$ cat config.mk
export PLATFORM = sky130hd
export DESIGN_NAME = mdip_ports
export DESIGN_NICKNAME = d
export VERILOG_FILES = /design/src/design/mdip_pkg.sv /design/src/design/mdip_pin_cell.sv /design/src/design/mdip_ports.sv
export SDC_FILE = /design/constraint.sdc
export NUM_CORES = 1
export LEC_CHECK = 0
export ABC_AREA = 1
export BUFFER_PORTS_ARGS = -buffer_cell sky130_fd_sc_hd__buf_2
export CELL_PAD_IN_SITES_DETAIL_PLACEMENT = 0
export CELL_PAD_IN_SITES_GLOBAL_PLACEMENT = 1
export CORE_MARGIN = 3
export CORE_UTILIZATION = 35
export CTS_CLUSTER_SIZE = 14
export DETAILED_ROUTE_END_ITERATION = 8
export PLACE_DENSITY = 0.79
export SYNTH_ARGS = -nofsm -noshare
export SYNTH_HDL_FRONTEND = slang
export SYNTH_SLANG_ARGS = --single-unit
$ cat constraint.sdc
create_clock -name clk_sys_in -period 4.7 [get_ports clk_sys_in]
set_input_delay 0.47 -clock clk_sys_in [delete_from_list [all_inputs] [get_ports clk_sys_in]]
set_output_delay 0.47 -clock clk_sys_in [all_outputs]
set_load 0.01 [all_outputs]
$ cat src/design/mdip_pkg.sv
package mdip_pkg;

    // bus operating mode, sampled from the mode straps each cycle
    typedef enum logic [1:0]
    {
        MODE_SINGLE   = 2'b00,
        MODE_PARTIAL  = 2'b01,
        MODE_EXPANDED = 2'b10,
        MODE_EMULATOR = 2'b11
    } mdip_mode_t;

    typedef enum logic [3:0]
    {
        SEL_AB_DATA  = 4'b0000,
        SEL_GH_DATA  = 4'b0001,
        SEL_GH_DIR   = 4'b0010,
        SEL_E_DATA0  = 4'b0011,
        SEL_E_DATA1  = 4'b0100,
        SEL_AB_DIR   = 4'b0101,
        SEL_E_DIR    = 4'b0110,
        SEL_MODE     = 4'b0111,
        SEL_NONE     = 4'b1000
    } mdip_sel_t;

    localparam int unsigned ADDR_W      = 8;
    localparam int unsigned PORT_W      = 8;
    localparam int unsigned NUM_PORTS   = 5;

    // byte addresses of the register words
    localparam logic [7:0] OFF_AB_DATA  = 8'h00;
    localparam logic [7:0] OFF_GH_DATA  = 8'h04;
    localparam logic [7:0] OFF_GH_DIR   = 8'h08;
    localparam logic [7:0] OFF_E_DATA0  = 8'h0C;
    localparam logic [7:0] OFF_E_DATA1  = 8'h10;
    localparam logic [7:0] OFF_AB_DIR   = 8'h14;
    localparam logic [7:0] OFF_E_DIR    = 8'h18;
    localparam logic [7:0] OFF_MODE     = 8'h1C;

    // field positions inside the paired words
    localparam int unsigned UPPER_LSB   = 8;
    localparam int unsigned LOWER_LSB   = 0;

    localparam logic [15:0] DIR16_RST   = 16'h0000;
    localparam logic [7:0]  DIR8_RST    = 8'h00;
    localparam logic [15:0] DATA16_RST  = 16'h0000;
    localparam logic [7:0]  DATA8_RST   = 8'h00;

    localparam logic [1:0] RESP_OKAY    = 2'b00;
    localparam logic [1:0] RESP_SLVERR  = 2'b10;
    localparam logic [1:0] RESP_DECERR  = 2'b11;

endpackage

$ cat src/design/mdip_pin_cell.sv
`timescale 1ns/1ns
`default_nettype none
module mdip_pin_cell #(
    parameter int unsigned W = 8
) (
    // clock and reset
    input  wire logic         clk_sys_in,
    input  wire logic         sys_rst_in,
    // control from the register file, and the port enable from the mode decode
    input  wire logic         port_en_in,
    input  wire logic [W-1:0] latch_in,
    input  wire logic [W-1:0] dir_in,
    // pin side
    input  wire logic [W-1:0] pin_in,
    output logic      [W-1:0] pin_drive_out,
    output logic      [W-1:0] pin_oe_out,
    // value software reads back
    output logic      [W-1:0] read_val_out
);

    typedef struct packed
    {
        logic [W-1:0] drive;
        logic [W-1:0] oe;
        logic [W-1:0] smp;
    } mdip_cell_t;

    mdip_cell_t r_ff;
    mdip_cell_t nxt_r;

    always_comb
    begin
        nxt_r       = r_ff;
        nxt_r.drive = latch_in;
        // a port not offered in this mode never drives its pins
        nxt_r.oe    = port_en_in ? dir_in : '0;
        nxt_r.smp   = pin_in;
    end

    always_ff @(posedge clk_sys_in)
    begin
        if (sys_rst_in)
        begin
            r_ff <= '0;
        end
        else
        begin
            r_ff <= nxt_r;
        end
    end

    assign pin_drive_out = r_ff.drive;
    assign pin_oe_out    = r_ff.oe;
    // outputs read back the latch, inputs read the sampled pin
    assign read_val_out  = (dir_in & latch_in) | (~dir_in & r_ff.smp);

endmodule
`default_nettype wire

$ cat src/design/mdip_ports.sv
`timescale 1ns/1ns
`default_nettype none
module mdip_ports (
    // clock and reset
    input  wire logic        clk_sys_in,
    input  wire logic        sys_rst_in,
    // bus operating mode
    input  wire logic [1:0]  bus_mode_in,
    // axi4-lite write channels
    input  wire logic [7:0]  s_axi_awaddr_in,
    input  wire logic        s_axi_awvalid_in,
    output logic             s_axi_awready_out,
    input  wire logic [31:0] s_axi_wdata_in,
    input  wire logic [3:0]  s_axi_wstrb_in,
    input  wire logic        s_axi_wvalid_in,
    output logic             s_axi_wready_out,
    output logic [1:0]       s_axi_bresp_out,
    output logic             s_axi_bvalid_out,
    input  wire logic        s_axi_bready_in,
    // axi4-lite read channels
    input  wire logic [7:0]  s_axi_araddr_in,
    input  wire logic        s_axi_arvalid_in,
    output logic             s_axi_arready_out,
    output logic [31:0]      s_axi_rdata_out,
    output logic [1:0]       s_axi_rresp_out,
    output logic             s_axi_rvalid_out,
    input  wire logic        s_axi_rready_in,
    // first paired port pins
    input  wire logic [15:0] first_pair_pin_in,
    output logic [15:0]      first_pair_pin_out,
    output logic [15:0]      first_pair_pin_oe_out,
    // second paired port pins
    input  wire logic [15:0] second_pair_pin_in,
    output logic [15:0]      second_pair_pin_out,
    output logic [15:0]      second_pair_pin_oe_out,
    // fifth port pins
    input  wire logic [7:0]  fifth_port_pin_in,
    output logic [7:0]       fifth_port_pin_out,
    output logic [7:0]       fifth_port_pin_oe_out
);

    typedef struct packed
    {
        logic [15:0] ab_data;
        logic [15:0] gh_data;
        logic [15:0] gh_dir;
        logic        ab_dir;
        logic [7:0]  e_data;
        logic [7:0]  e_dir;
        logic        aw_got;
        logic        w_got;
        logic [7:0]  awaddr;
        logic [31:0] wdata;
        logic [3:0]  wstrb;
        logic        awready;
        logic        wready;
        logic        bvalid;
        logic [1:0]  bresp;
        logic        arready;
        logic        rvalid;
        logic [1:0]  rresp;
        logic [31:0] rdata;
    } mdip_state_t;

    mdip_state_t r_ff;
    mdip_state_t nxt_r;
    mdip_pkg::mdip_mode_t mode;
    logic [7:0]           lat   [mdip_pkg::NUM_PORTS];
    logic [7:0]           dir   [mdip_pkg::NUM_PORTS];
    logic [7:0]           pin_i [mdip_pkg::NUM_PORTS];
    logic [7:0]           pin_o [mdip_pkg::NUM_PORTS];
    logic [7:0]           oe    [mdip_pkg::NUM_PORTS];
    logic [7:0]           rv    [mdip_pkg::NUM_PORTS];
    logic                 en    [mdip_pkg::NUM_PORTS];
    logic                 aw_hs;
    logic                 w_hs;
    logic                 ar_hs;
    assign mode = mdip_pkg::mdip_mode_t'(bus_mode_in);
    function automatic mdip_pkg::mdip_sel_t decode(input logic [7:0] addr);
        unique case (addr)
            mdip_pkg::OFF_AB_DATA: decode = mdip_pkg::SEL_AB_DATA;
            mdip_pkg::OFF_GH_DATA: decode = mdip_pkg::SEL_GH_DATA;
            mdip_pkg::OFF_GH_DIR:  decode = mdip_pkg::SEL_GH_DIR;
            mdip_pkg::OFF_E_DATA0: decode = mdip_pkg::SEL_E_DATA0;
            mdip_pkg::OFF_E_DATA1: decode = mdip_pkg::SEL_E_DATA1;
            mdip_pkg::OFF_AB_DIR:  decode = mdip_pkg::SEL_AB_DIR;
            mdip_pkg::OFF_E_DIR:   decode = mdip_pkg::SEL_E_DIR;
            mdip_pkg::OFF_MODE:    decode = mdip_pkg::SEL_MODE;
            default:               decode = mdip_pkg::SEL_NONE;
        endcase
    endfunction
    // words closed to software while an emulator owns the pins
    function automatic logic emu_locked(input mdip_pkg::mdip_sel_t sel,
                                        input mdip_pkg::mdip_mode_t md);
        emu_locked = (md == mdip_pkg::MODE_EMULATOR) &&
                     (sel == mdip_pkg::SEL_AB_DATA || sel == mdip_pkg::SEL_E_DATA0 ||
                      sel == mdip_pkg::SEL_E_DATA1 || sel == mdip_pkg::SEL_E_DIR);
    endfunction
    function automatic logic [15:0] merge16(input logic [15:0] old,
                                            input logic [31:0] data,
                                            input logic [3:0]  strb);
        merge16[15:8] = strb[1] ? data[15:8] : old[15:8];
        merge16[7:0]  = strb[0] ? data[7:0]  : old[7:0];
    endfunction
    // port 0 first upper, 1 first lower, 2 third, 3 fourth, 4 fifth
    assign lat[0]   = r_ff.ab_data[15:8];
    assign lat[1]   = r_ff.ab_data[7:0];
    assign lat[2]   = r_ff.gh_data[15:8];
    assign lat[3]   = r_ff.gh_data[7:0];
    assign lat[4]   = r_ff.e_data;
    assign dir[0]   = {8{r_ff.ab_dir}};
    assign dir[1]   = {8{r_ff.ab_dir}};
    assign dir[2]   = r_ff.gh_dir[15:8];
    assign dir[3]   = r_ff.gh_dir[7:0];
    assign dir[4]   = r_ff.e_dir;
    assign en[0]    = (mode == mdip_pkg::MODE_SINGLE);
    assign en[1]    = (mode == mdip_pkg::MODE_SINGLE);
    // third port is given up in every mode but single-chip, so only single-chip means plain i/o
    assign en[2]    = (mode == mdip_pkg::MODE_SINGLE);
    assign en[3]    = (mode == mdip_pkg::MODE_SINGLE) ||
                      (mode == mdip_pkg::MODE_PARTIAL);
    assign en[4]    = 1'b1;
    assign pin_i[0] = first_pair_pin_in[15:8];
    assign pin_i[1] = first_pair_pin_in[7:0];
    assign pin_i[2] = second_pair_pin_in[15:8];
    assign pin_i[3] = second_pair_pin_in[7:0];
    assign pin_i[4] = fifth_port_pin_in;
    for (genvar p = 0; p < mdip_pkg::NUM_PORTS; p++)
    begin : g_port
        mdip_pin_cell #(
            .W (mdip_pkg::PORT_W)
        ) mdip_pin_cell_inst (
            .clk_sys_in    (clk_sys_in),
            .sys_rst_in    (sys_rst_in),
            .port_en_in    (en[p]),
            .latch_in      (lat[p]),
            .dir_in        (dir[p]),
            .pin_in        (pin_i[p]),
            .pin_drive_out (pin_o[p]),
            .pin_oe_out    (oe[p]),
            .read_val_out  (rv[p])
        );
    end

    assign aw_hs = s_axi_awvalid_in & r_ff.awready;
    assign w_hs  = s_axi_wvalid_in & r_ff.wready;
    assign ar_hs = s_axi_arvalid_in & r_ff.arready;
    always_comb
    begin
        mdip_pkg::mdip_sel_t wsel;
        mdip_pkg::mdip_sel_t rsel;
        nxt_r = r_ff;
        wsel  = mdip_pkg::SEL_NONE;
        rsel  = decode(s_axi_araddr_in);
        if (r_ff.bvalid && s_axi_bready_in)
        begin
            nxt_r.bvalid = 1'b0;
        end
        if (aw_hs)
        begin
            nxt_r.aw_got = 1'b1;
            nxt_r.awaddr = s_axi_awaddr_in;
        end
        if (w_hs)
        begin
            nxt_r.w_got = 1'b1;
            nxt_r.wdata = s_axi_wdata_in;
            nxt_r.wstrb = s_axi_wstrb_in;
        end
        // address and data may arrive in either order; commit once both are held
        if (nxt_r.aw_got && nxt_r.w_got && !nxt_r.bvalid)
        begin
            wsel         = decode(nxt_r.awaddr);
            nxt_r.aw_got = 1'b0;
            nxt_r.w_got  = 1'b0;
            nxt_r.bvalid = 1'b1;
            nxt_r.bresp  = mdip_pkg::RESP_OKAY;
            if (wsel == mdip_pkg::SEL_NONE)
            begin
                nxt_r.bresp = mdip_pkg::RESP_DECERR;
            end
            else if (emu_locked(wsel, mode))
            begin
                nxt_r.bresp = mdip_pkg::RESP_SLVERR;
            end
            else
            begin
                unique case (wsel)
                    mdip_pkg::SEL_AB_DATA:
                        nxt_r.ab_data = merge16(r_ff.ab_data, nxt_r.wdata, nxt_r.wstrb);
                    mdip_pkg::SEL_GH_DATA:
                        nxt_r.gh_data = merge16(r_ff.gh_data, nxt_r.wdata, nxt_r.wstrb);
                    mdip_pkg::SEL_GH_DIR:
                        nxt_r.gh_dir = merge16(r_ff.gh_dir, nxt_r.wdata, nxt_r.wstrb);
                    mdip_pkg::SEL_E_DATA0, mdip_pkg::SEL_E_DATA1:
                        nxt_r.e_data = nxt_r.wstrb[0] ? nxt_r.wdata[7:0] : r_ff.e_data;
                    mdip_pkg::SEL_AB_DIR:
                        nxt_r.ab_dir = nxt_r.wstrb[0] ? nxt_r.wdata[0] : r_ff.ab_dir;
                    mdip_pkg::SEL_E_DIR:
                        nxt_r.e_dir = nxt_r.wstrb[0] ? nxt_r.wdata[7:0] : r_ff.e_dir;
                    // mode word is read only; the write is acknowledged and dropped
                    mdip_pkg::SEL_MODE, mdip_pkg::SEL_NONE:
                        nxt_r.bresp = nxt_r.bresp;
                endcase
            end
        end
        if (r_ff.rvalid && s_axi_rready_in)
        begin
            nxt_r.rvalid = 1'b0;
        end
        if (ar_hs)
        begin
            nxt_r.rvalid = 1'b1;
            nxt_r.rresp  = mdip_pkg::RESP_OKAY;
            nxt_r.rdata  = 32'h0000_0000;
            if (rsel == mdip_pkg::SEL_NONE)
            begin
                nxt_r.rresp = mdip_pkg::RESP_DECERR;
            end
            else if (emu_locked(rsel, mode))
            begin
                nxt_r.rresp = mdip_pkg::RESP_SLVERR;
            end
            else
            begin
                unique case (rsel)
                    mdip_pkg::SEL_AB_DATA: nxt_r.rdata[15:0] = {rv[0], rv[1]};
                    mdip_pkg::SEL_GH_DATA: nxt_r.rdata[15:0] = {rv[2], rv[3]};
                    mdip_pkg::SEL_GH_DIR:  nxt_r.rdata[15:0] = r_ff.gh_dir;
                    mdip_pkg::SEL_E_DATA0, mdip_pkg::SEL_E_DATA1:
                        nxt_r.rdata[7:0] = rv[4];
                    mdip_pkg::SEL_AB_DIR:  nxt_r.rdata[0] = r_ff.ab_dir;
                    mdip_pkg::SEL_E_DIR:   nxt_r.rdata[7:0] = r_ff.e_dir;
                    mdip_pkg::SEL_MODE:    nxt_r.rdata[1:0] = bus_mode_in;
                    mdip_pkg::SEL_NONE:    nxt_r.rdata = 32'h0000_0000;
                endcase
            end
        end
        nxt_r.awready = !nxt_r.aw_got && !nxt_r.bvalid;
        nxt_r.wready  = !nxt_r.w_got && !nxt_r.bvalid;
        nxt_r.arready = !nxt_r.rvalid;
    end

    always_ff @(posedge clk_sys_in)
    begin
        if (sys_rst_in)
        begin
            r_ff         <= '0;
            r_ff.ab_data <= mdip_pkg::DATA16_RST;
            r_ff.gh_data <= mdip_pkg::DATA16_RST;
            r_ff.e_data  <= mdip_pkg::DATA8_RST;
            r_ff.gh_dir  <= mdip_pkg::DIR16_RST;
            r_ff.e_dir   <= mdip_pkg::DIR8_RST;
            r_ff.ab_dir  <= 1'b0;
            r_ff.awready <= 1'b1;
            r_ff.wready  <= 1'b1;
            r_ff.arready <= 1'b1;
        end
        else
        begin
            r_ff <= nxt_r;
        end
    end

    assign s_axi_awready_out      = r_ff.awready;
    assign s_axi_wready_out       = r_ff.wready;
    assign s_axi_bvalid_out       = r_ff.bvalid;
    assign s_axi_bresp_out        = r_ff.bresp;
    assign s_axi_arready_out      = r_ff.arready;
    assign s_axi_rvalid_out       = r_ff.rvalid;
    assign s_axi_rresp_out        = r_ff.rresp;
    assign s_axi_rdata_out        = r_ff.rdata;
    assign first_pair_pin_out     = {pin_o[0], pin_o[1]};
    assign first_pair_pin_oe_out  = {oe[0], oe[1]};
    assign second_pair_pin_out    = {pin_o[2], pin_o[3]};
    assign second_pair_pin_oe_out = {oe[2], oe[3]};
    assign fifth_port_pin_out     = pin_o[4];
    assign fifth_port_pin_oe_out  = oe[4];
endmodule
`default_nettype wire
==> results.toml <==
[critical_path]
worstReg2RegStart = "s_axi_wready_out$_SDFF_PP1_"
criticalPathCategory = "reg -> reg"
ff2ff_path_depth = 10
cp_max_fo = 19
worstSetupStartpointType = "flop"
cp_slowest_cell = "nor2_2"
worstReg2RegEnd = "dir[16]$_SDFFE_PP0P_"
worstPathArrival_ps = 3480
slowest_delay_ps = 580
path_cells = "nand2_2, inv_1, o22ai_1, a21oi_2, nand2_1, nor2_2, nand3_1, nand2_1, inv_1, nor2_1"
worstPathRequired_ps = 5150
cp-end-kind = "flop"
r2r_slack_ps = 1660
path_buf_inv = 2
cp.depth = 10
critPathTopFamily = "simple AND/OR/NAND/NOR gates"

[pwr]
p_seq_share_pct = 43.6
internal_power_uw = 3470
swShare_pct = 23.8
power.switching_uw = 1090
combPwrFrac_pct = 8.6
p_leak_uw = 0.00539
power_density_mw_per_mm2 = 423
ir_worst_vdd_uv = 226
finalPower_uw = 4550
pwr-share-clk_pct = 47.8

[placed_design]
dpl_cell_area_mm2 = 0.00984
portBuffers = 187
hpwl_um = 17800
dp_slack_ps = 1360
gp_congestion = 0.877

[clocking]
clkSlewWorstSetupHoldPaths_ps = 60
clk_path_buf_depth = 3
clk_latency_ps = 520
holdBufCountCts = 0
cts-buffers-inserted = 25
cts_max_level = 1
cts_tree = "yes"
numClockSinks = 223
post-cts-setup-buffer-count = 0
ctsRootBufferMaster = "clkbuf_16"
ctsResizeCount = 0

[synth]
synthCells = 1279
synth.area.top_cells = "dfxtp_1, buf_4, nor2_1"
synth_top_family_by_area = "simple AND/OR/NAND/NOR gates"
synth.largest_area_cell = "dfxtp_1"
synth-compound-area-share_pct = 7.47
synthAdderAreaFrac_pct = 0
synthFlopType = "dfxtp_1"
synth.area.mux_share_pct = 0.743
ys_seq_area_share_pct = 47.4
yosysWarnings = 0
ys_ff_latch = 223
syn_area_per_cell_um2 = 7.37
synth-edff-count = 0
synth_xor_area_share_pct = 0
synth.distinct_cells = 35
synth-async-reset-ratio_pct = 0
yosys.area_share.simple_pct = 24.9
synth_top_area_share_pct = 47.4
syn_area_mm2 = 0.00943

[timing]
slew_headroom_pct = 42.8
clock.fmax_ghz = 0.329
tns_ps = 0
fin_crit_sh_pct = 64.6
rsz0062_at_grt = "false"
period_minus_slack_ps = 3040
setup_slack_ps = 1660
tightestPinTransition_ps = 834
slew_violations = 0
hold-worst-slack_ps = 152
finalClockSkew_ps = 13.6
hold_viol_final = 0
setup_viol = 0

[die]
initial_core_util_pct = 35.9
dieHeight_um = 170
die_w_um = 170
io_pins = 222
rows = 59
coreArea_mm2 = 0.0263
dieArea_mm2 = 0.0289

[grt]
overflow = 0
grt_pass1_wl_um = 38100
grt_max_degree = 83
grt_pass1_vias = 7009
antenna_found_initial = 1
grt_usage_pct = 16.5

[drt]
drc = 0
drt_iter0_drc = 586
firstDrtPassIters = 5
wl_per_cell_um = 14.5
wirelength_um = 24800
antenna_left = 0
viasPerCell = 4.44
vias = 7587

[run_status]
status = "finished clean"

[final_layout]
final_cell_area_mm2 = 0.0108
area_growth_pct = 14.2
final_common_cell = "nor2_1"
seqCellArea_mm2 = 0.00446
fillers = 2796
multi_input_area_mm2 = 0.00318
mostFrequentLayoutCells = "nor2_1, nand2_1, dfxtp_1"
drive_gt1_share_pct = 19.4
n_antenna_cell = 0
finalNetCount = 1455

[worst_hold_path]
hold-path-cell-count = 3
hold_path.class = "in -> reg"
hp-start = "second_pair_pin_in[5]"
hold_path_end = "g_port[3].mdip_pin_cell_inst.r_ff[5]$_SDFF_PP0_"

[flow_run]
cap_violations = 0
-- synth_stat cells, drive strengths merged, types with 2 or more instances --
cell type	count
a21oi	52
buf	133
clkbuf	27
clkinv	2
dfxtp	223
inv	205
mux2i	7
nand2	226
nand3	36
nand4	45
nor2	229
nor3	3
o211ai	3
o21ai	63
o311ai	5
or2	12
-- routing by layer --
metal	up-vias	wire, um	GRT usage [%]
li1	3937	-	-
met5	-	7	0
met3	28	1370	3.04
met1	3429	12400	24.1
met2	191	10700	25.5
met4	2	401	3.39
-- worst max path at each step --
stage                                start              endpoint
6_report       s_axi_wready_out$_SDFF_PP1_  dir[16]$_SDFFE_PP0P_
4_1_cts        s_axi_wready_out$_SDFF_PP1_  dir[16]$_SDFFE_PP0P_
3_5_place_dp               s_axi_wvalid_in  dir[16]$_SDFFE_PP0P_
5_1_grt        s_axi_wready_out$_SDFF_PP1_  dir[16]$_SDFFE_PP0P_
3_3_place_gp               s_axi_wvalid_in  dir[16]$_SDFFE_PP0P_
2_1_floorplan             s_axi_awvalid_in   dir[8]$_SDFFE_PP0P_
-- metrics by stage --
step	std cells	util, %
finish	1708	41.0
global route	1708	41.0
CTS	1708	41.0
global placement	1662	37.4
detailed placement	1662	37.4
floorplan	1294	-
-- cells by family (layout without fill, tap and decap cells) --
kind of cell	count (synthesis)	count (layout)
AO/OA/AOI/OAI	129	129
buffers and inverters	367	446
flip-flops	223	223
multiplexers	7	7
other	1	16
AND/OR/NAND/NOR	552	552
-- flip-flops by register name, summed over array words and instances, names as in the netlist --
register                                 count
s_axi_rdata_out                             16
s_axi_awready_out                            1
s_axi_rresp_out                              2
s_axi_rvalid_out                             1
g_port.mdip_pin_cell_inst.r_ff              40
dir                                         25
r_ff                                        28
g_port.mdip_pin_cell_inst.pin_drive_out     40
lat                                         40
s_axi_arready_out                            1
g_port.mdip_pin_cell_inst.pin_oe_out        25
s_axi_bvalid_out                             1
s_axi_wready_out                             1
s_axi_bresp_out                              2
-- power groups by stage --
| stage | Clock [uW] | Sequential (uW) | Combinational, uW |
|---|---|---|---|
| 3_3_place_gp | 0 | 2020 | 390 |
| 5_1_grt | 2310 | 1990 | 444 |
| 2_1_floorplan | 0 | 2020 | 276 |
| 4_1_cts | 2240 | 1980 | 397 |
| 3_5_place_dp | 0 | 2020 | 394 |
| 6_report | 2180 | 1980 | 392 |
-- worst reg2reg max path: stages (launching register included) --
cell and delay (ps):
dfxtp_1 340, nand2_2 270, inv_1 420, o22ai_1 170
a21oi_2 260, nand2_1 160, nor2_2 580, nand3_1 460
nand2_1 160, inv_1 50, nor2_1 100
-- area by class of cell --
class,instances,share of cell area (%)
inverters,207,7.22
well taps,335,3.89
repair buffers,193,9.25
clock buffers,29,6.14
multi-input cells,704,29.6
clock inverters,17,2.48
flip-flops and latches,223,41.5
Note: power is estimated with default switching activity, not from simulation.
